**src/hw/tre_pkg.sv**
```systemverilog
package tre_pkg;

  // register map, byte addresses
  localparam logic [7:0]  REG_CTRL      = 8'h00;
  localparam logic [7:0]  REG_STAT      = 8'h04;
  localparam logic [7:0]  REG_MOTION    = 8'h08;

  // control register fields
  localparam int unsigned CTRL_SEVEN    = 0;
  localparam int unsigned CTRL_FMK      = 1;
  localparam int unsigned CTRL_WRITE    = 2;
  localparam int unsigned CTRL_START    = 3;

  localparam logic [1:0]  RESP_OKAY     = 2'h0;
  localparam logic [1:0]  RESP_SLVERR   = 2'h2;

  // gap counter: loading 8 leaves the low three bits at zero
  localparam logic [3:0]  GAP_LOAD      = 4'h8;
  localparam logic [2:0]  GAP_THREE     = 3'h3;
  localparam logic [2:0]  GAP_SIX       = 3'h6;
  localparam logic [2:0]  GAP_LAST      = 3'h7;

  // decision delay: one extra unit costs 8 character clocks
  localparam logic [1:0]  DD_EXTEND     = 2'h2;
  localparam logic [1:0]  DD_RESET      = 2'h0;

  // more than two characters makes a record
  localparam logic [1:0]  STRB_RECORD   = 2'h3;

  // motion delay counter
  localparam logic [15:0] MOTION_RESET  = 16'h4000;
  localparam int unsigned MOTION_GATE   = 13;
  localparam int unsigned MOTION_B14    = 14;
  localparam int unsigned MOTION_B15    = 15;

  // prescaler: first tick after two pulses, then every four
  localparam logic [1:0]  PRESC_START   = 2'h2;

  typedef struct packed {
    logic       char_clock;
    logic       read_strobe;
    logic       slave_clock;
    logic [6:0] read_lines;
  } tre_drv_in_type;

  typedef struct packed {
    logic crc_next;
    logic lrc_next;
    logic read_data_strobe;
    logic check_register_pulse;
    logic crc_error;
    logic record_end;
    logic read_clear_pulse;
    logic stop_request;
    logic read_active;
    logic decel;
    logic motion;
    logic stop;
  } tre_out_type;

endpackage : tre_pkg

```
**src/hw/tre_prescaler.sv**
```systemverilog
`timescale 1ns/1ns
module tre_prescaler
  import tre_pkg::*;
(
  input  wire logic aclk,
  input  wire logic aresetn,
  input  wire logic restart,
  input  wire logic pulse,
  output logic      tick
);

  logic [1:0] cnt_r;
  logic [1:0] cnt_nxt;
  logic       tick_nxt;

  assign cnt_nxt  = restart ? PRESC_START : (pulse ? cnt_r + 2'h1 : cnt_r);
  assign tick_nxt = ~restart & pulse & (cnt_r == 2'h3);

  always_ff @(posedge aclk) begin
    if (!aresetn) begin
      cnt_r <= PRESC_START;
      tick  <= 1'b0;
    end else begin
      cnt_r <= cnt_nxt;
      tick  <= tick_nxt;
    end
  end

endmodule : tre_prescaler

```
**src/hw/tre_eor_detect.sv**
```systemverilog
`timescale 1ns/1ns
module tre_eor_detect
  import tre_pkg::*;
(
  input  wire logic           aclk,
  input  wire logic           aresetn,
  input  wire logic [7:0]     s_axi_awaddr,
  input  wire logic           s_axi_awvalid,
  output logic                s_axi_awready,
  input  wire logic [31:0]    s_axi_wdata,
  input  wire logic [3:0]     s_axi_wstrb,
  input  wire logic           s_axi_wvalid,
  output logic                s_axi_wready,
  output logic [1:0]          s_axi_bresp,
  output logic                s_axi_bvalid,
  input  wire logic           s_axi_bready,
  input  wire logic [7:0]     s_axi_araddr,
  input  wire logic           s_axi_arvalid,
  output logic                s_axi_arready,
  output logic [31:0]         s_axi_rdata,
  output logic [1:0]          s_axi_rresp,
  output logic                s_axi_rvalid,
  input  wire logic           s_axi_rready,
  input  wire tre_drv_in_type drive_in,
  input  wire logic           crc_nonzero,
  output tre_out_type         ctl_out
);

  function automatic logic rise(input logic now, input logic was);
    return now & ~was;
  endfunction : rise
  function automatic logic gap_hit(input logic step, input logic [3:0] gap,
                                   input logic [2:0] target);
    return step & ((gap[2:0] + 3'h1) == target);
  endfunction : gap_hit

  // pin synchronisers; first stage feeds only the second
  tre_drv_in_type sync1_r;
  tre_drv_in_type sync2_r;
  tre_drv_in_type prev_r;

  always_ff @(posedge aclk) begin
    if (!aresetn) begin
      sync1_r <= '0;
      sync2_r <= '0;
      prev_r  <= '0;
    end else begin
      sync1_r <= drive_in;
      sync2_r <= sync1_r;
      prev_r  <= sync2_r;
    end
  end

  // control and state registers
  logic        seven_track_mode_r;
  logic        filemark_mode_r;
  logic        write_active_r;
  logic        start_r;
  logic [3:0]  gap_r;
  logic [3:0]  gap_nxt;
  logic        crc_phase_r;
  logic        crc_phase_nxt;
  logic        lrc_phase_r;
  logic        lrc_phase_nxt;
  logic        record_end_r;
  logic        record_end_nxt;
  logic [1:0]  delay_r;
  logic [1:0]  delay_nxt;
  logic [1:0]  strobe_cnt_r;
  logic [1:0]  strobe_cnt_nxt;
  logic        end_r;
  logic        end_nxt;
  logic [15:0] motion_cnt_r;
  logic [15:0] motion_cnt_nxt;
  logic        motion_r;
  logic        motion_nxt;
  logic        presc_tick;

  wire drive_char_clock  = rise(sync2_r.char_clock, prev_r.char_clock);
  wire drive_read_strobe = rise(sync2_r.read_strobe, prev_r.read_strobe);
  wire slave_pulse       = rise(sync2_r.slave_clock, prev_r.slave_clock);
  wire decel_now         = ~motion_cnt_r[MOTION_B14];
  wire short_mode        = seven_track_mode_r | filemark_mode_r;
  wire in_check          = crc_phase_r | lrc_phase_r;
  wire gap_step = drive_char_clock & ~write_active_r & ~decel_now;
  wire artificial = gap_hit(gap_step, gap_r, GAP_SIX) & in_check & ~drive_read_strobe;
  wire composite_read_strobe = drive_read_strobe | artificial;
  wire check_register_pulse  = composite_read_strobe;
  wire gap_overflow          = gap_step & (gap_r[2:0] == GAP_LAST) & ~composite_read_strobe;
  wire record_active = (strobe_cnt_r == STRB_RECORD) | filemark_mode_r;
  wire gap_three = gap_hit(gap_step, gap_r, GAP_THREE) & ~composite_read_strobe;
  wire eor_go    = gap_three & record_active & ~record_end_r & ~in_check;
  wire read_clear_pulse = gap_overflow & record_end_r & (delay_r == DD_RESET) & ~end_r;

  always_comb begin
    gap_nxt = gap_r;
    if (start_r || composite_read_strobe) begin
      gap_nxt = GAP_LOAD;
    end else if (gap_step) begin
      gap_nxt = gap_r + 4'h1;
    end
  end
  always_comb begin
    crc_phase_nxt = crc_phase_r;
    if (start_r || record_end_r || lrc_phase_r) begin
      crc_phase_nxt = 1'b0;
    end else if (check_register_pulse && crc_phase_r) begin
      crc_phase_nxt = 1'b0;
    end else if (eor_go && !short_mode) begin
      crc_phase_nxt = 1'b1;
    end
  end
  always_comb begin
    lrc_phase_nxt = lrc_phase_r;
    if (start_r) begin
      lrc_phase_nxt = 1'b0;
    end else if (check_register_pulse && lrc_phase_r) begin
      lrc_phase_nxt = 1'b0;
    end else if (check_register_pulse && crc_phase_r) begin
      lrc_phase_nxt = 1'b1;
    end else if (eor_go && short_mode) begin
      lrc_phase_nxt = 1'b1;
    end
  end
  always_comb begin
    record_end_nxt = record_end_r;
    if (start_r) begin
      record_end_nxt = 1'b0;
    end else if (lrc_phase_r && !lrc_phase_nxt) begin
      record_end_nxt = 1'b1;
    end
  end
  always_comb begin
    delay_nxt = delay_r;
    if (start_r) begin
      delay_nxt = DD_RESET;
    end else if (drive_read_strobe) begin
      delay_nxt = lrc_phase_r ? DD_RESET : DD_EXTEND;
    end else if (gap_overflow && record_end_r && delay_r != DD_RESET) begin
      delay_nxt = delay_r - 2'h1;
    end
  end
  always_comb begin
    strobe_cnt_nxt = strobe_cnt_r;
    if (start_r) begin
      strobe_cnt_nxt = 2'h0;
    end else if (drive_read_strobe && strobe_cnt_r != STRB_RECORD) begin
      strobe_cnt_nxt = strobe_cnt_r + 2'h1;
    end
  end
  assign end_nxt = start_r ? 1'b0 : (end_r | read_clear_pulse);
  always_comb begin
    motion_cnt_nxt = motion_cnt_r;
    if (start_r) begin
      motion_cnt_nxt = MOTION_RESET;
    end else if (read_clear_pulse) begin
      motion_cnt_nxt = {motion_cnt_r[MOTION_B14], motion_cnt_r[MOTION_B14], 1'b1,
                        6'h00, sync2_r.read_lines};
    end else if (presc_tick && motion_cnt_r[MOTION_GATE]) begin
      motion_cnt_nxt = motion_cnt_r + 16'h0001;
    end
  end
  assign motion_nxt = start_r ? 1'b1 : (motion_r & ~decel_now);
  tre_prescaler u_presc (
    .aclk    (aclk),
    .aresetn (aresetn),
    .restart (read_clear_pulse),
    .pulse   (slave_pulse),
    .tick    (presc_tick)
  );

  always_ff @(posedge aclk) begin
    if (!aresetn) begin
      gap_r        <= GAP_LOAD;
      crc_phase_r  <= 1'b0;
      lrc_phase_r  <= 1'b0;
      record_end_r <= 1'b0;
      delay_r      <= DD_RESET;
      strobe_cnt_r <= 2'h0;
      end_r        <= 1'b0;
      motion_cnt_r <= MOTION_RESET;
      motion_r     <= 1'b0;
    end else begin
      gap_r        <= gap_nxt;
      crc_phase_r  <= crc_phase_nxt;
      lrc_phase_r  <= lrc_phase_nxt;
      record_end_r <= record_end_nxt;
      delay_r      <= delay_nxt;
      strobe_cnt_r <= strobe_cnt_nxt;
      end_r        <= end_nxt;
      motion_cnt_r <= motion_cnt_nxt;
      motion_r     <= motion_nxt;
    end
  end

  // outputs registered once more so every pin comes from a flop
  always_ff @(posedge aclk) begin
    if (!aresetn) begin
      ctl_out <= '0;
    end else begin
      ctl_out.crc_next             <= crc_phase_r;
      ctl_out.lrc_next             <= lrc_phase_r;
      ctl_out.read_data_strobe     <= composite_read_strobe;
      ctl_out.check_register_pulse <= check_register_pulse;
      ctl_out.crc_error            <= crc_phase_r & crc_nonzero;
      ctl_out.record_end           <= record_end_r;
      ctl_out.read_clear_pulse     <= read_clear_pulse;
      ctl_out.stop_request         <= end_r;
      ctl_out.read_active          <= motion_cnt_r[MOTION_B14] ^ motion_cnt_r[MOTION_B15];
      ctl_out.decel                <= decel_now;
      ctl_out.motion               <= motion_r;
      ctl_out.stop                 <= ~motion_r;
    end
  end

  // axi4-lite write side; address and data taken in either order
  logic        aw_full_r;
  logic        w_full_r;
  logic [7:0]  awaddr_r;
  logic [31:0] wdata_r;
  logic        wlane0_r;

  wire aw_take  = s_axi_awvalid & s_axi_awready;
  wire w_take   = s_axi_wvalid & s_axi_wready;
  wire wr_go    = aw_full_r & w_full_r & ~s_axi_bvalid;
  wire wr_ctrl  = awaddr_r == REG_CTRL;
  wire wr_known = wr_ctrl | (awaddr_r == REG_STAT) | (awaddr_r == REG_MOTION);

  always_ff @(posedge aclk) begin
    if (!aresetn) begin
      aw_full_r     <= 1'b0;
      w_full_r      <= 1'b0;
      awaddr_r      <= 8'h00;
      wdata_r       <= 32'h0000_0000;
      wlane0_r      <= 1'b0;
      s_axi_awready <= 1'b1;
      s_axi_wready  <= 1'b1;
      s_axi_bvalid  <= 1'b0;
      s_axi_bresp   <= RESP_OKAY;
    end else begin
      if (aw_take) begin
        aw_full_r     <= 1'b1;
        awaddr_r      <= {s_axi_awaddr[7:2], 2'b00};
        s_axi_awready <= 1'b0;
      end
      if (w_take) begin
        w_full_r     <= 1'b1;
        wdata_r      <= s_axi_wdata;
        wlane0_r     <= s_axi_wstrb[0];
        s_axi_wready <= 1'b0;
      end
      if (wr_go) begin
        s_axi_bvalid <= 1'b1;
        s_axi_bresp  <= wr_known ? RESP_OKAY : RESP_SLVERR;
      end
      if (s_axi_bvalid && s_axi_bready) begin
        s_axi_bvalid  <= 1'b0;
        aw_full_r     <= 1'b0;
        w_full_r      <= 1'b0;
        s_axi_awready <= 1'b1;
        s_axi_wready  <= 1'b1;
      end
    end
  end

  // start bit is a one-cycle pulse, it never reads back
  always_ff @(posedge aclk) begin
    if (!aresetn) begin
      seven_track_mode_r <= 1'b0;
      filemark_mode_r    <= 1'b0;
      write_active_r     <= 1'b0;
      start_r            <= 1'b0;
    end else begin
      start_r <= wr_go & wr_ctrl & wlane0_r & wdata_r[CTRL_START];
      if (wr_go && wr_ctrl && wlane0_r) begin
        seven_track_mode_r <= wdata_r[CTRL_SEVEN];
        filemark_mode_r    <= wdata_r[CTRL_FMK];
        write_active_r     <= wdata_r[CTRL_WRITE];
      end
    end
  end
  // axi4-lite read side
  wire [31:0] ctrl_word = {28'h0000000, 1'b0, write_active_r, filemark_mode_r,
                           seven_track_mode_r};
  wire [7:0]  stat_bits = {motion_r, decel_now, end_r, record_end_r, lrc_phase_r,
                           crc_phase_r, record_active, 1'b0};
  wire [31:0] stat_word = {16'h0000, gap_r, delay_r, strobe_cnt_r, stat_bits};
  wire [7:0]  rd_addr   = {s_axi_araddr[7:2], 2'b00};
  wire        rd_ctrl   = rd_addr == REG_CTRL;
  wire        rd_stat   = rd_addr == REG_STAT;
  wire        rd_motion = rd_addr == REG_MOTION;
  wire [31:0] rd_word   = rd_ctrl ? ctrl_word :
                          rd_stat ? stat_word :
                          rd_motion ? {16'h0000, motion_cnt_r} : 32'h0000_0000;

  always_ff @(posedge aclk) begin
    if (!aresetn) begin
      s_axi_arready <= 1'b1;
      s_axi_rvalid  <= 1'b0;
      s_axi_rdata   <= 32'h0000_0000;
      s_axi_rresp   <= RESP_OKAY;
    end else if (s_axi_arvalid && s_axi_arready) begin
      s_axi_arready <= 1'b0;
      s_axi_rvalid  <= 1'b1;
      s_axi_rdata   <= rd_word;
      s_axi_rresp   <= (rd_ctrl | rd_stat | rd_motion) ? RESP_OKAY : RESP_SLVERR;
    end else if (s_axi_rvalid && s_axi_rready) begin
      s_axi_rvalid  <= 1'b0;
      s_axi_arready <= 1'b1;
    end
  end

endmodule : tre_eor_detect

```
**config.mk**
```make
export PLATFORM = sky130hd
export DESIGN_NAME = tre_eor_detect
export DESIGN_NICKNAME = d
export VERILOG_FILES = /design/src/hw/tre_pkg.sv /design/src/hw/tre_prescaler.sv /design/src/hw/tre_eor_detect.sv
export SDC_FILE = /design/constraint.sdc
export NUM_CORES = 1
export LEC_CHECK = 0
export ABC_AREA = 1
export BUFFER_PORTS_ARGS = -buffer_cell sky130_fd_sc_hd__buf_2
export CAP_MARGIN = 20
export CORE_MARGIN = 4
export CORE_UTILIZATION = 47
export DETAILED_ROUTE_END_ITERATION = 8
export PLACE_DENSITY = 0.82
export SYNTH_ARGS = -nofsm -noshare
export SYNTH_HDL_FRONTEND = slang
export SYNTH_SLANG_ARGS = --single-unit
```
**constraint.sdc**
```tcl
create_clock -name aclk -period 1.8 [get_ports aclk]
set_clock_uncertainty 0.15 [all_clocks]
set_input_delay 0.09 -clock aclk [delete_from_list [all_inputs] [get_ports aclk]]
set_output_delay 0.09 -clock aclk [all_outputs]
set_load 0.01 [all_outputs]
```
==> impl_results.md <==
* PD cells at 787.2 nW/um2
* Avg Vias per Cell at 4.939
* Die area at 11100 um2
* Critical Path Sink Type: register
* CP Class: register to register
* Hold Vio Cnt, Final at 0
* DRC Markers at 0
* Max incr delay on CP at 0.35 ns
* Reg power frac at 0.549
* Hpwl dp at 7430 um
* Reg-to-reg slack, setup at -0.13 ns
* CP max stage cell: dfxtp_2
* Unique cell type count in the Yosys netlist at 35
* Sequential cell area fraction in the yosys report at 0.4765
* Critical path arrival at 2.02 ns
* Worst R2R Start: gap_r[1]
* Pwr Total at 4489 uW
* Outcome: finished, violations left
* Antenna fix cells at 0
* Antenna violations before repair at 0
* Root buf cell: clkbuf_8
* Metal2 WL at 5454 um
* Number of synthesis warnings at 0
* Number of routed nets with antenna violations at 0
* GRT overflow at 0
* Clock transition at path regs at 0.10 ns
* Drt total wl at 11200 um
* Crit-path most repeated cell: nor2_1
* GRT Total Usage at 0.1945
* CTS tree: yes
* Max Fclk at 517.3 MHz
* CP Cell Sequence: ha_4 > ha_4 > nand2_4 > nor2_4 > a21oi_4 > nand4_4 > nand2_4 > nor2_1 > nor2_1 > nor2_1
* Multi-input logic area at 1993 um2
* Starting Density at 0.4819
* Share of layout cells above drive strength 1 at 0.2108
* Power share of the clock group at 0.360
* Crit Path Max Fanout at 6
* Leak at 0.002687 uW
* Final Max Slew Viols at 0
* Top layer in use: met4
* Met3 WL at 973 um
* FILL cells at 765
* Headroom to the max-slew limit at 0.6593
* Worst hold path type: input pin to register
* Combinational share of power at 0.091
* Startpoint types: register
* Gate Count Post-Synth at 594
* Sink Count at 106
* Post-Syn Area per Cell at 7.497 um2
* Row Count at 35
* Worst setup startpoint: gap_r[1]
* Synthesized flop and latch total at 106
* Mapped Area at 4453 um2
* Number of H-tree branching levels at 3
* Die height at 105.3 um
* Fin crit period at 1.933 ns
* Core footprint at 9240 um2
* Failing checks: setup timing
* Post-Route M1 WL at 4487 um
* Die Width at 105.3 um
* Fin util at 0.6171
* Hold_sp: s_axi_araddr[5]
* First-pass DRT Iterations at 6
* Total CTS buffers at 9
* Clk_lat worst skew at 0.37 ns
* Vias in the first global route at 3976
* Hold slack at 0.005201 ns
* I/O pin total at 123
* Pin count of the biggest net entering global routing at 52
* NetSw at 1095 uW
* Slew @ Worst Pin at 0.5111 ns
* Initial drt markers at 283
* CTS max path bufs at 2
* Final worst path period share at 1.074
* Routability Congestion at 0.8995
* RSZ-0062 raised after global routing: yes
* Nets@finish at 794
* Endpoints failing setup at 23
* Vias at 4198
* WL/cell at 13.17 um
* Worst VDD drop at 0.0005574 V
* FF/Latch Area at 2125 um2
* PortBufs at 69
* First-pass GRT wire length at 17660 um
* Synthesis-to-finish area growth at 28.04%
* Max Cap Viol at 0
* Sw Ratio at 0.2439
* Pint at 3394 uW
* WP data required at 1.89 ns
* Fin worst setup slack at -0.1331 ns
worst max-delay path: cells and delay by family, from the launching register on:
family | cells | cell delay [ns]
AND/OR/NAND/NOR | 7 | 0.71
AO/OA/AOI/OAI | 1 | 0.21
flip-flops | 1 | 0.35
adder cells (fa/ha/maj) | 2 | 0.38
metal layers:
layer | GRT usage | vias to the layer above
li1 | - | 2076
met1 | 0.2238 | 1898
met2 | 0.3479 | 193
met3 | 0.05205 | 31
met4 | 0.06373 | 0
met5 | 0 | -
power by group through the flow:
stage | combinational (uW) | sequential [uW] | clock, uW
global placement | 319 | 2510 | 0
floorplan | 226 | 2520 | 0
detailed placement | 330 | 2520 | 0
CTS | 390 | 2460 | 1640
finish | 408 | 2460 | 1620
global route | 455 | 2470 | 1720
path summary, 6_finish.rpt:
kind	end	depth (start not counted)
setup / recovery	motion_cnt_r[15]	10
hold / removal	s_axi_rresp[1]	5
setup reg to reg	motion_cnt_r[15]	10
hold reg to reg	sync2_r[8]	2
cells in the mapped netlist (all sizes together):
cell type	instances	share of area
o22ai	3	0.0042
nor4	1	0.0014
or2	1	0.0014
xor2	9	0.018
xnor2	1	0.0020
a31oi	2	0.0028
nor2	85	0.077
nand2	124	0.11
clkbuf	8	0.0067
nand4	8	0.015
o21ai	42	0.047
ha	8	0.022
nand3	23	0.027
a211oi	1	0.0017
o211ai	8	0.013
buf	26	0.042
conb	1	0.00084
inv	88	0.074
nor3	6	0.0079
a221oi	1	0.0020
a21oi	41	0.049
nor3b	1	0.0028
dfxtp	106	0.48
stage by stage:
step / instance area (um2) / cells / worst slack, ns / setup TNS (ns)
after detailed placement: 5029 / 800 / -0.1261 / -1.390
final: 5702 / 850 / -0.1331 / -1.476
after global routing: 5702 / 850 / -0.2210 / -3.354
after global placement: 5029 / 800 / -0.04077 / -0.3103
after floorplan: 4549 / 611 / -0.007923 / -0.02057
after CTS: 5617 / 848 / -0.09758 / -0.9704
cells by family after synthesis:
| family | synth area share |
|---|---|
| fa+ha+maj | 0.02248 |
| xor+xnor | 0.01967 |
| compound gates | 0.1200 |
| other cells | 0.0008421 |
| buf+inv | 0.1225 |
| flops | 0.4765 |
| simple gates | 0.2380 |
sequential cells by signal, summed over array words and instances (netlist names), 2 cells and up:
register	flops
prev_r	3
u_presc.cnt_r	2
awaddr_r	6
delay_r	2
gap_r	4
ctl_out	11
strobe_cnt_r	2
s_axi_rdata	16
sync1_r	10
wdata_r	4
motion_cnt_r	16
sync2_r	10
area by class of cell:
cell class,instances,area share
clock buffers,9,0.02172
clock inverters,7,0.01734
multi-input cells,384,0.3496
well taps,129,0.02831
repair buffers,127,0.1521
inverters,88,0.05837
flip-flops and latches,106,0.3726
repair_timing:
item,in CTS,in global routing
resized for setup,12,18
pin swaps,2,7
endpoints found under the setup margin,23,28
hold endpoints to repair,32,0
hold buffers,30,0
buffers inserted,1,2
cloned,1,0
cells in the final DEF (no fill, tap or decap), types with 3 or more instances in the layout:
cell type	netlist	routed
nor3_1	5	4
ha_1	8	5
o21ai_1	2	3
nand2_1	122	120
xor2_1	9	9
nand3_1	22	21
o211ai_1	8	8
nand2_4	0	3
buf_2	1	69
nor2_4	1	4
o21ai_0	40	37
dlygate4sd3_1	0	30
nand4_1	7	7
o22ai_1	3	3
nor2_1	77	73
buf_6	2	3
conb_1	1	18
clkbuf_8	0	9
nor2_2	7	8
dfxtp_1	106	104
a21oi_1	40	37
inv_1	86	85
buf_4	19	25
No activity file was read; power rests on OpenSTA's default activity.
